### src/pwm_st_pkg.sv
package pwm_st_pkg;

	// ----------------------------------------
	// Register map
	// ----------------------------------------
	localparam logic [3:0] ADDR_CONTROL = 4'h0;
	localparam logic [3:0] ADDR_CLOCK_DIV = 4'h1;
	localparam logic [3:0] ADDR_TRIGGER = 4'h2;
	localparam logic [3:0] ADDR_PERIOD = 4'h3;
	localparam logic [3:0] ADDR_ENABLE = 4'h4;
	localparam logic [3:0] ADDR_IRQ_STATUS = 4'h5;
	localparam logic [3:0] ADDR_IRQ_ENABLE = 4'h6;
	localparam logic [3:0] ADDR_IRQ_CLEAR = 4'h7;
	localparam logic [3:0] ADDR_EVENT_CMP = 4'h8;

	// ----------------------------------------
	// Control and trigger field positions
	// ----------------------------------------
	localparam int POS_PENDING = 12;
	localparam int POS_IRQ_EN = 11;
	localparam int POS_IMMEDIATE = 10;
	localparam int POS_POLARITY = 9;
	localparam int POS_SYNC_OEN = 8;
	localparam int POS_EXT_SYNC = 7;
	localparam int POS_SRC_LO = 4;
	localparam int POS_PS_LO = 0;
	localparam int POS_TRG_DIV_LO = 12;
	localparam int POS_TRG_START_LO = 0;

	localparam logic [15:0] RESET_CONTROL = 16'h0000;
	localparam logic [2:0] RESET_CLOCK_DIV = 3'h0;
	localparam logic [15:0] RESET_PERIOD = 16'hFFFF;

	// ----------------------------------------
	// Encodings
	// ----------------------------------------
	localparam logic [2:0] SRC_SYNC_IN_ONE = 3'h0;
	localparam logic [2:0] SRC_TRIG_GEN_16 = 3'h2;
	localparam logic [2:0] SRC_TRIG_GEN_17 = 3'h3;
	localparam logic [2:0] CLKDIV_MAX = 3'h6;

	// Status bit layout of the interrupt registers
	localparam int IRQ_BITS = 3;
	localparam int IRQ_SPECIAL = 0;
	localparam int IRQ_TRIGGER = 1;
	localparam int IRQ_SYNC = 2;

	typedef struct packed {
		logic [3:0] addr;
		logic [15:0] wdata;
		logic wr;
		logic rd;
	} reg_req_t;

	typedef struct packed {
		logic sync_input_one;
		logic sync_input_two;
		logic trigger_gen_output_16;
		logic trigger_gen_output_17;
	} sync_in_t;

endpackage

### src/pwm_prescaler.sv
`timescale 1ns/1ps
`default_nettype none

module pwm_prescaler (
	input wire logic i_clk,
	input wire logic i_rst_b,
	input wire logic i_run,
	input wire logic [2:0] i_input_clock_divider,
	output logic o_tick
);
	import pwm_st_pkg::*;

	typedef struct packed {
		logic [5:0] count;
		logic tick;
	} presc_state_t;

	presc_state_t state;
	presc_state_t next_state;
	logic [5:0] limit;

	always_comb begin
		// Reserved code falls back to the slowest legal divide
		if (i_input_clock_divider > CLKDIV_MAX) begin
			limit = 6'h3F;
		end else begin
			limit = 6'((7'h01 << i_input_clock_divider) - 7'h01);
		end
		next_state = state;
		next_state.tick = 1'b0;
		if (!i_run) begin
			next_state.count = 6'h00;
		end else if (state.count >= limit) begin
			next_state.count = 6'h00;
			next_state.tick = 1'b1;
		end else begin
			next_state.count = state.count + 6'h01;
		end
	end

	always_ff @(posedge i_clk) begin
		if (!i_rst_b) begin
			state <= '0;
		end else begin
			state <= next_state;
		end
	end

	assign o_tick = state.tick;

endmodule

`default_nettype wire

### src/pwm_secondary_timebase_trigger_ctrl.sv
// Function
// - Pending status bit set by hardware, cleared by hardware or by an IRQ clear write, read-only.
// - Special event interrupt raised only while its enable bit is one.
// - Immediate update loads active period on write, else at cycle boundary; a write while the time base is off loads it at once.
// - Polarity bit one makes sync input and output active-low.
// - Sync output driven only while sync output enable is one.
// - External sync source restarts time base only while enabled.
// - Source 000 sync input one, 010 trigger-gen 16, 011 trigger-gen 17.
// - Prescaler divides by two to the code, up to 64; 111 reserved.
`timescale 1ns/1ps
`default_nettype none

module pwm_secondary_timebase_trigger_ctrl (
	input wire logic i_clk,
	input wire logic i_rst_b,
	input wire pwm_st_pkg::reg_req_t i_req,
	input wire pwm_st_pkg::sync_in_t i_sync,
	output logic [15:0] o_rdata,
	output logic o_sync_output_two,
	output logic o_sync_output_two_oe,
	output logic o_trigger,
	output logic o_special_event,
	output logic o_irq
);
	import pwm_st_pkg::*;

	// ----------------------------------------
	// State
	// ----------------------------------------
	typedef struct packed {
		logic [15:0] control;
		logic [2:0] input_clock_divider;
		logic [3:0] trigger_output_divider;
		logic [5:0] trigger_start_delay;
		logic [15:0] period_buffer;
		logic [15:0] period_active;
		logic [15:0] event_compare;
		logic timebase_enable;
		logic [15:0] counter;
		logic [5:0] start_count;
		logic [3:0] trig_count;
		logic [IRQ_BITS-1:0] irq_status;
		logic [IRQ_BITS-1:0] irq_enable;
		logic [3:0] sync_meta;
		logic [3:0] sync_sync;
		logic sync_prev;
		logic sync_out;
		logic sync_oe;
		logic trigger;
		logic special_event;
		logic irq;
		logic [15:0] rdata;
	} ctrl_state_t;

	ctrl_state_t state;
	ctrl_state_t next_state;
	logic tick;
	logic sel_sync;
	logic sync_active;
	logic sync_edge;
	logic boundary;
	logic event_hit;
	logic [IRQ_BITS-1:0] irq_set;
	logic [2:0] src;

	pwm_prescaler u_prescaler (
		.i_clk(i_clk),
		.i_rst_b(i_rst_b),
		.i_run(state.timebase_enable),
		.i_input_clock_divider(state.input_clock_divider),
		.o_tick(tick)
	);

	function automatic logic hit(input logic [3:0] addr, input logic [3:0] target);
		hit = (addr == target);
	endfunction

	// ----------------------------------------
	// Next-state logic
	// ----------------------------------------
	always_comb begin
		next_state = state;
		src = state.control[POS_SRC_LO +: 3];
		next_state.trigger = 1'b0;
		next_state.special_event = 1'b0;
		irq_set = '0;

		// Pins pass two flops before anything looks at them
		next_state.sync_meta = i_sync;
		next_state.sync_sync = state.sync_meta;

		case (src)
			SRC_SYNC_IN_ONE: sel_sync = state.sync_sync[3];
			SRC_TRIG_GEN_16: sel_sync = state.sync_sync[1];
			SRC_TRIG_GEN_17: sel_sync = state.sync_sync[0];
			default: sel_sync = 1'b0;
		endcase
		sync_active = sel_sync ^ state.control[POS_POLARITY];
		next_state.sync_prev = sync_active;
		sync_edge = sync_active && !state.sync_prev && state.control[POS_EXT_SYNC];

		// Time base counting on prescaled ticks
		boundary = 1'b0;
		event_hit = 1'b0;
		if (!state.timebase_enable) begin
			next_state.counter = 16'h0000;
			next_state.start_count = 6'h00;
			next_state.trig_count = 4'h0;
		end else if (sync_edge) begin
			next_state.counter = 16'h0000;
			irq_set[IRQ_SYNC] = 1'b1;
		end else if (tick) begin
			event_hit = (state.counter == state.event_compare);
			if (state.counter >= state.period_active) begin
				next_state.counter = 16'h0000;
				boundary = 1'b1;
			end else begin
				next_state.counter = state.counter + 16'h0001;
			end
		end

		if (boundary && !state.control[POS_IMMEDIATE]) begin
			next_state.period_active = state.period_buffer;
		end

		// Trigger start delay counted in PWM cycles, then divider
		if (boundary && state.start_count < state.trigger_start_delay) begin
			next_state.start_count = state.start_count + 6'h01;
		end else if (event_hit && state.start_count >= state.trigger_start_delay) begin
			if (state.trig_count >= state.trigger_output_divider) begin
				next_state.trig_count = 4'h0;
				next_state.trigger = 1'b1;
				irq_set[IRQ_TRIGGER] = 1'b1;
			end else begin
				next_state.trig_count = state.trig_count + 4'h1;
			end
		end

		// Special event sets pending while its enable bit is one
		if (event_hit && state.control[POS_IRQ_EN]) begin
			next_state.control[POS_PENDING] = 1'b1;
			next_state.special_event = 1'b1;
			irq_set[IRQ_SPECIAL] = 1'b1;
		end

		// Sync output mirrors the period boundary
		next_state.sync_oe = state.control[POS_SYNC_OEN];
		next_state.sync_out = state.control[POS_SYNC_OEN]
			& (boundary ^ state.control[POS_POLARITY]);

		// ----------------------------------------
		// Register writes
		// ----------------------------------------
		if (i_req.wr) begin
			if (hit(i_req.addr, ADDR_CONTROL)) begin
				next_state.control[11:0] = i_req.wdata[11:0];
			end
			if (hit(i_req.addr, ADDR_CLOCK_DIV)) begin
				next_state.input_clock_divider = i_req.wdata[2:0];
			end
			if (hit(i_req.addr, ADDR_TRIGGER)) begin
				next_state.trigger_output_divider = i_req.wdata[POS_TRG_DIV_LO +: 4];
				next_state.trigger_start_delay = i_req.wdata[POS_TRG_START_LO +: 6];
			end
			if (hit(i_req.addr, ADDR_PERIOD)) begin
				next_state.period_buffer = i_req.wdata;
				if (state.control[POS_IMMEDIATE] || !state.timebase_enable) begin
					next_state.period_active = i_req.wdata;
				end
			end
			if (hit(i_req.addr, ADDR_ENABLE)) begin
				next_state.timebase_enable = i_req.wdata[0];
			end
			if (hit(i_req.addr, ADDR_IRQ_ENABLE)) begin
				next_state.irq_enable = i_req.wdata[IRQ_BITS-1:0];
			end
			if (hit(i_req.addr, ADDR_EVENT_CMP)) begin
				next_state.event_compare = i_req.wdata;
			end
			if (hit(i_req.addr, ADDR_IRQ_CLEAR)) begin
				next_state.irq_status = state.irq_status & ~i_req.wdata[IRQ_BITS-1:0];
				// Acknowledging the special event retires the pending bit
				if (i_req.wdata[IRQ_SPECIAL]) begin
					next_state.control[POS_PENDING] = 1'b0;
				end
			end
		end
		// Set wins over a same-cycle clear
		next_state.irq_status = next_state.irq_status | irq_set;
		if (irq_set[IRQ_SPECIAL]) begin
			next_state.control[POS_PENDING] = 1'b1;
		end
		if (!state.control[POS_IRQ_EN]) begin
			next_state.control[POS_PENDING] = 1'b0;
		end
		next_state.irq = |(next_state.irq_status & next_state.irq_enable);

		// ----------------------------------------
		// Register reads, data in the next cycle
		// ----------------------------------------
		next_state.rdata = 16'h0000;
		if (i_req.rd) begin
			case (i_req.addr)
				ADDR_CONTROL: next_state.rdata = {3'h0, state.control[12:0]};
				ADDR_CLOCK_DIV: next_state.rdata = {13'h0000, state.input_clock_divider};
				ADDR_TRIGGER: next_state.rdata = {state.trigger_output_divider, 6'h00,
					state.trigger_start_delay};
				ADDR_PERIOD: next_state.rdata = state.period_buffer;
				ADDR_ENABLE: next_state.rdata = {15'h0000, state.timebase_enable};
				ADDR_IRQ_STATUS: next_state.rdata = {13'h0000, state.irq_status};
				ADDR_IRQ_ENABLE: next_state.rdata = {13'h0000, state.irq_enable};
				ADDR_EVENT_CMP: next_state.rdata = state.event_compare;
				default: next_state.rdata = 16'h0000;
			endcase
		end
	end

	always_ff @(posedge i_clk) begin
		if (!i_rst_b) begin
			state <= '0;
			state.control <= RESET_CONTROL;
			state.input_clock_divider <= RESET_CLOCK_DIV;
			state.period_buffer <= RESET_PERIOD;
			state.period_active <= RESET_PERIOD;
		end else begin
			state <= next_state;
		end
	end

	assign o_rdata = state.rdata;
	assign o_sync_output_two = state.sync_out;
	assign o_sync_output_two_oe = state.sync_oe;
	assign o_trigger = state.trigger;
	assign o_special_event = state.special_event;
	assign o_irq = state.irq;

endmodule

`default_nettype wire

### config.mk
export PLATFORM = sky130hd
export DESIGN_NAME = pwm_secondary_timebase_trigger_ctrl
export DESIGN_NICKNAME = d
export VERILOG_FILES = /design/src/pwm_st_pkg.sv /design/src/pwm_prescaler.sv /design/src/pwm_secondary_timebase_trigger_ctrl.sv
export SDC_FILE = /design/constraint.sdc
export NUM_CORES = 1
export LEC_CHECK = 0
export BUFFER_PORTS_ARGS = -buffer_cell sky130_fd_sc_hd__buf_2
export CAP_MARGIN = 10
export CORE_MARGIN = 10
export CORE_UTILIZATION = 43
export CTS_BUF_LIST = sky130_fd_sc_hd__clkbuf_4 sky130_fd_sc_hd__clkbuf_8
export DETAILED_ROUTE_END_ITERATION = 10
export GPL_TIMING_DRIVEN = 0
export SYNTH_ARGS = -nofsm -noshare
export SYNTH_HDL_FRONTEND = slang
export SYNTH_SLANG_ARGS = --single-unit
### constraint.sdc
create_clock -name i_clk -period 6.1 [get_ports i_clk]
set_input_delay 0.305 -clock i_clk [delete_from_list [all_inputs] [get_ports i_clk]]
set_output_delay 0.305 -clock i_clk [all_outputs]
set_load 0.05 [all_outputs]
# Word level (Yosys, flattened, before mapping)
# Cells that the tools add are included.
word_totals:
  ff_bits: 144
  input_bits: 28
  out_inout_bits: 21
  elab_cells: 121
classes:
  addsub: 5
  n_lt_le_gt_ge: 6
  eq_ne: 12
  shift: 1
  mux: 39
  bitwise_logic: 9
  n_reduce_logical: 24
ops:
  columns: ["op", "count"]
  rows:
  - ["$pmux 16 s8", 1]
  - ["$mux 75", 1]
  - ["$mux 16", 4]
  - ["$mux 32", 1]
  - ["$mux 10", 2]
  - ["$mux 1", 19]
  - ["$mux 6", 3]
  - ["$reduce_and 2->1", 9]
  - ["$add 16x1->16 const B", 1]
  - ["$eq 16x16->1", 1]
  - ["$eq 4x3->1 const B", 4]
  - ["$ge 16x16->1", 1]
  - ["$add 6x1->6 const B", 2]
  - ["$ge 6x6->1", 2]
  - ["$mux 12", 1]
  - ["$mux 4", 3]
  - ["$mux 3", 3]
  - ["$reduce_or 3->1", 3]
  - ["$eq 4x2->1 const B", 2]
  - ["$and 3x3->3", 2]
  - ["$eq 3x2->1 const B", 2]
  - ["$logic_and 1x1->1", 6]
  - ["$lt 6x6->1", 1]
  - ["$shl 1x3->6 const A", 1]
  - ["17 further kinds", 21]

# Longest topological paths before layout
depth:
  word_depth: 13
  mapped_depth: 12
  depth_no_buf: 12

# Cells and area by module
# A second synthesis with hierarchy kept.
hier_totals:
  cells_unflattened: 818
  hier_area_um2: 6747.7
by_module_without_submodules:
  columns: ["mod", "instances", "cells_each", "area_per_inst_um2", "seq_area_each_um2"]
  rows:
  - ["pwm_secondary_timebase_trigger_ctrl", 1, 771, 6319.8, 2702.6]
  - ["pwm_prescaler", 1, 47, 427.9, 140.1]

# Worst setup path after synthesis
# Ideal clock, no wire load.
synth_path:
  path_type: "register to register"
  start: "register state[123] (netlist name)"
  end: "register u_prescaler.state[3] (netlist name)"
  setup_ps: 64
  arrival_time_ps: 2624
  required_time_ps: 6036
  setup_slack_ps: 3412
  stages_incl_launch_ff: 12
  synth_period_minus_slack_ps: 2688
  path_cell_list: "dfxtp_1 -> clkbuf_1 -> or3_1 -> ha_1 -> mux2_2 -> o22ai_1 -> ha_1 -> a21o_1 -> a21o_1 -> a21o_1 -> a211o_1 -> nor2_1"
synth_via:
  elab_chain_cells: 5
  word_cells_on_any_way: 6
synth_lines:
  columns: ["element", "line_no", "rtl"]
  rows:
  - ["start: declaration", "pwm_secondary_timebase_trigger_ctrl.sv:55", "ctrl_state_t state;"]
  - ["start signal: assignment", "pwm_secondary_timebase_trigger_ctrl.sv:226", "state <= next_state;"]
  - ["$shl 1x3->6", "pwm_prescaler.sv:27", "limit = 6'((7'h01 << i_input_clock_divider) - 7'h01);"]
  - ["$sub 6x1->6", "pwm_prescaler.sv:27", null]
  - ["$mux 6 (*)", "pwm_prescaler.sv:24", "if (i_input_clock_divider > CLKDIV_MAX) begin"]
  - ["$ge 6x6->1 (*)", "pwm_prescaler.sv:33", "end else if (state.count >= limit) begin"]
  - ["$reduce_or 3->1 (no line) (*)", null, null]
  - ["end signal: assignment", "pwm_prescaler.sv:45", "state <= next_state;"]
  - ["end: declaration", "pwm_prescaler.sv:18", "presc_state_t state;"]
# Every way passes the cells marked *; elsewhere a longest branch is shown, timed or not.
# A chain may end at the register's enable or synchronous reset.

# Worst setup path after layout
layout_path:
  start: "register state[46] (netlist name)"
  end: "register state[34] (netlist name)"
layout_via:
  elab_chain_cells: 8
  word_cells_on_any_way: 14
layout_lines:
  columns: ["element", "line_no", "rtl"]
  rows:
  - ["$ge 16x16->1 or $eq 16x16->1 (tied branches)", "pwm_secondary_timebase_trigger_ctrl.sv:114, pwm_secondary_timebase_trigger_ctrl.sv:113", null]
  - ["$mux 1 (on tied branches)", "pwm_secondary_timebase_trigger_ctrl.sv:114, pwm_secondary_timebase_trigger_ctrl.sv:112", null]
  - ["$mux 1 (on tied branches)", "pwm_secondary_timebase_trigger_ctrl.sv:112, pwm_secondary_timebase_trigger_ctrl.sv:109", null]
  - ["$mux 1 (on tied branches)", "pwm_secondary_timebase_trigger_ctrl.sv:109, pwm_secondary_timebase_trigger_ctrl.sv:105", null]
  - ["$mux 1 or $logic_and 1x1->1 (tied branches)", "pwm_secondary_timebase_trigger_ctrl.sv:105, pwm_secondary_timebase_trigger_ctrl.sv:129", null]
  - ["$logic_and 1x1->1 or $mux 1 (tied branches)", null, null]
  - ["$mux 1 (*)", "pwm_secondary_timebase_trigger_ctrl.sv:127", "if (boundary && state.start_count < state.trigger_start_delay) begin"]
  - ["$or 3x3->3 (*)", "pwm_secondary_timebase_trigger_ctrl.sv:189", "next_state.irq_status = next_state.irq_status | irq_set;"]
# Marked as above.

==> impl_metrics.tcl <==
set metrics [dict create \
    setup_viol_count_final 0 \
    grt_pass1_wl_um 30590 \
    yosysWarnings 0 \
    clockRootBuffer "clkbuf_8" \
    m1WireLength_um 8890 \
    fillCellCount 1569 \
    yosysTopAreaCell "dfxtp_1" \
    met3_length_um 1253 \
    ant_nets 0 \
    nets 948 \
    place_inst 1079 \
    n_antenna_cell 0 \
    synth_cells 820 \
    arrival_ps 3520 \
    synth_ff_type "dfxtp_1" \
    dr.pass1.iters 7 \
    drv_cap 0 \
    synth-async-reset-ratio_pct 0 \
    muxShareOfSynthArea_pct 3.990 \
    max-vdd-ir-drop_v 0.0001241 \
    synth_top_family_by_area "simple AND/OR/NAND/NOR gates" \
    hp-class "input port to flop" \
    drc 0 \
    viasPerCell 5.300 \
    clock_latency_ps 470 \
    cts_buffers 17 \
    grt_antenna_before_repair 0 \
    synth_seq_cells 142 \
    synth_xor_area_share_pct 5.356 \
    slew_violations 0 \
    rows 46 \
    cts_sinks 142 \
    synth_area_um2 6868 \
    cp-start-kind "flop" \
    synthAdderAreaFrac_pct 6.741 \
    synthToLayoutAreaGrowth_pct 12.57 \
    grt.total_usage_pct 18.02 \
    final_common_cell "dfxtp_1" \
    synth-compound-area-share_pct 14.54 \
    drt-initial-drc-count 546 \
    fin_crit_sh_pct 51.03 \
    fin_skew_ps 12.10 \
    cp_max_fo 5 \
    r2r_setup_slack_ps 2990 \
    wl_met2_um 8684 \
    rsz0062_at_grt "false" \
    r2r-start "state[46]$_SDFFE_PP0P_" \
    syn_nets 885 \
    p_leak_nw 3.288 \
    yosysTopAreaCellShare_pct 41.39 \
    highest_layer "met4" \
    crit_type "flop to flop" \
    grt.overflow.total 0 \
    fin_tns_setup_ps 0 \
    synth_area_leaders "dfxtp_1 (41%), nand2_1 (7.4%), ha_1 (6.7%), a21oi_1 (5.5%), nor2_1 (4.1%)" \
    synth.avg_cell_area_um2 8.375 \
    routabilityCongestion 0.8454 \
    port_buffers 43 \
    post_cts_resized 0 \
    drive_above_1_share_pct 11.72 \
    yosys.area_share.simple_pct 21.75 \
    htree_levels 4 \
    die_w_um 146.4 \
    wl_per_cell_um 17.31 \
    fin_crit_ps 3113 \
    hp-start "i_sync[0]" \
    die_h_um 146.4 \
    clk_pin_slew_ps 80 \
    worstPathRequired_ps 6510 \
    wirelength_um 19240 \
    tightest_slew_ps 1012 \
    grt_pass1_vias 5637 \
    cts_tree "yes" \
    ys_seq_area_share_pct 41.39 \
    ios 49 \
    grt_max_degree 17 \
    crit_path_end_kind "flop" \
    status "completed" \
    finalHoldViolations 0 \
    fin_cells 1112 \
    fmax_mhz 321.3 \
    final_cell_mix "dfxtp_1 (142), nand2_1 (135), a21oi_1 (76)" \
    seqCellArea_um2 2843 \
    initial_core_util_pct 43.55 \
    die_area_um2 21430 \
    core_um2 15770 \
    power.density_nw_per_um2 228.9 \
    crit_start "state[46]$_SDFFE_PP0P_" \
    cts_buffer_depth 2 \
    synth-edff-count 0 \
    vias 5894 \
    synth_cell_types 61 \
    postCtsSetupBuffers 0 \
    multi_input_area_um2 3597 \
    relSlewSlack_pct 31.90 \
    post-dp-hpwl_um 14470 \
    holdBufCountCts 0 \
]
## worst paths after layout
kind,end,cells past startpoint
max reg2reg,state[34]$_SDFF_PN0_,9
min reg2reg,state[23]$_SDFF_PN0_,1
max,state[34]$_SDFF_PN0_,9
min,next_state[22]$_SDFF_PN0_,2
## synth_stat cells (12+ instances only)
| cell | number |
|---|---|
| dfxtp_1 | 142 |
| a21oi_1 | 76 |
| xor2_1 | 29 |
| nand2_1 | 135 |
| buf_4 | 16 |
| ha_1 | 37 |
| nor2_1 | 75 |
| clkbuf_1 | 37 |
| nor3_1 | 12 |
| and2_1 | 12 |
| mux2i_1 | 24 |
| inv_1 | 38 |
| xnor2_1 | 13 |
| nand3_1 | 42 |
## cell families (layout without fill, tap and decap cells)
family,after synthesis,count (layout)
buf+inv,93,169
xor+xnor,42,42
simple gates,327,327
flops,142,142
compound gates,152,152
mux,27,27
fa+ha+maj,37,37
## per-layer routing
layer | vias up | global-route usage [%]
met2 | 179 | 28.28
met1 | 2746 | 23.85
met4 | 0 | 6.356
met3 | 32 | 3.956
met5 | - | 0
li1 | 2937 | -
## area by class of cell
type                       count  share of cell area [%]
multi-input combinational    585                   46.53
sequential                   142                   36.77
buffer                        55                   3.690
tap                          216                   3.496
clock buffer                  20                   3.318
timing repair buffer          44                   2.848
inverter                      38                   1.845
clock inverter                12                   1.505
## worst max-delay path: stages, from the launching register on
cell,delay (ps)
dfxtp_1,450
inv_1,80
ha_1,280
nand2b_1,150
a2111oi_2,470
a2111oi_4,110
nor4_1,850
o21ai_1,300
o21ai_0,230
and2_1,140
## sequential cells by signal (all words and copies together), names as in the netlist
name and flops:
o_sync_output_two_oe 1, u_prescaler.state 6, o_irq 1, o_rdata 16
src 3, o_trigger 1, next_state 4, u_prescaler.o_tick 1
o_sync_output_two 1, state 107, o_special_event 1
## stage by stage
step                hold WS (ps)  cell area, um^2  util [%]  worst slack [ps]  power [mW]
floorplan                  411.9             6868         -              3412       1.026
global placement           417.8             7353     46.63              3046       1.068
detailed placement         424.3             7353     46.63              3019       1.069
CTS                        24.88             7726     48.99              2994       1.778
global route               31.99             7731     49.02              2818       1.830
finish                     41.67             7731     49.02              2987       1.770
## report_power, final
part / internal [mW] / total [mW] / switching (mW)
logic: 0.0329 / 0.104 / 0.0709
clock network: 0.337 / 0.721 / 0.384
registers: 0.937 / 0.945 / 0.00848
total: 1.31 / 1.77 / 0.463
Note: power is estimated with default switching activity, not from simulation.
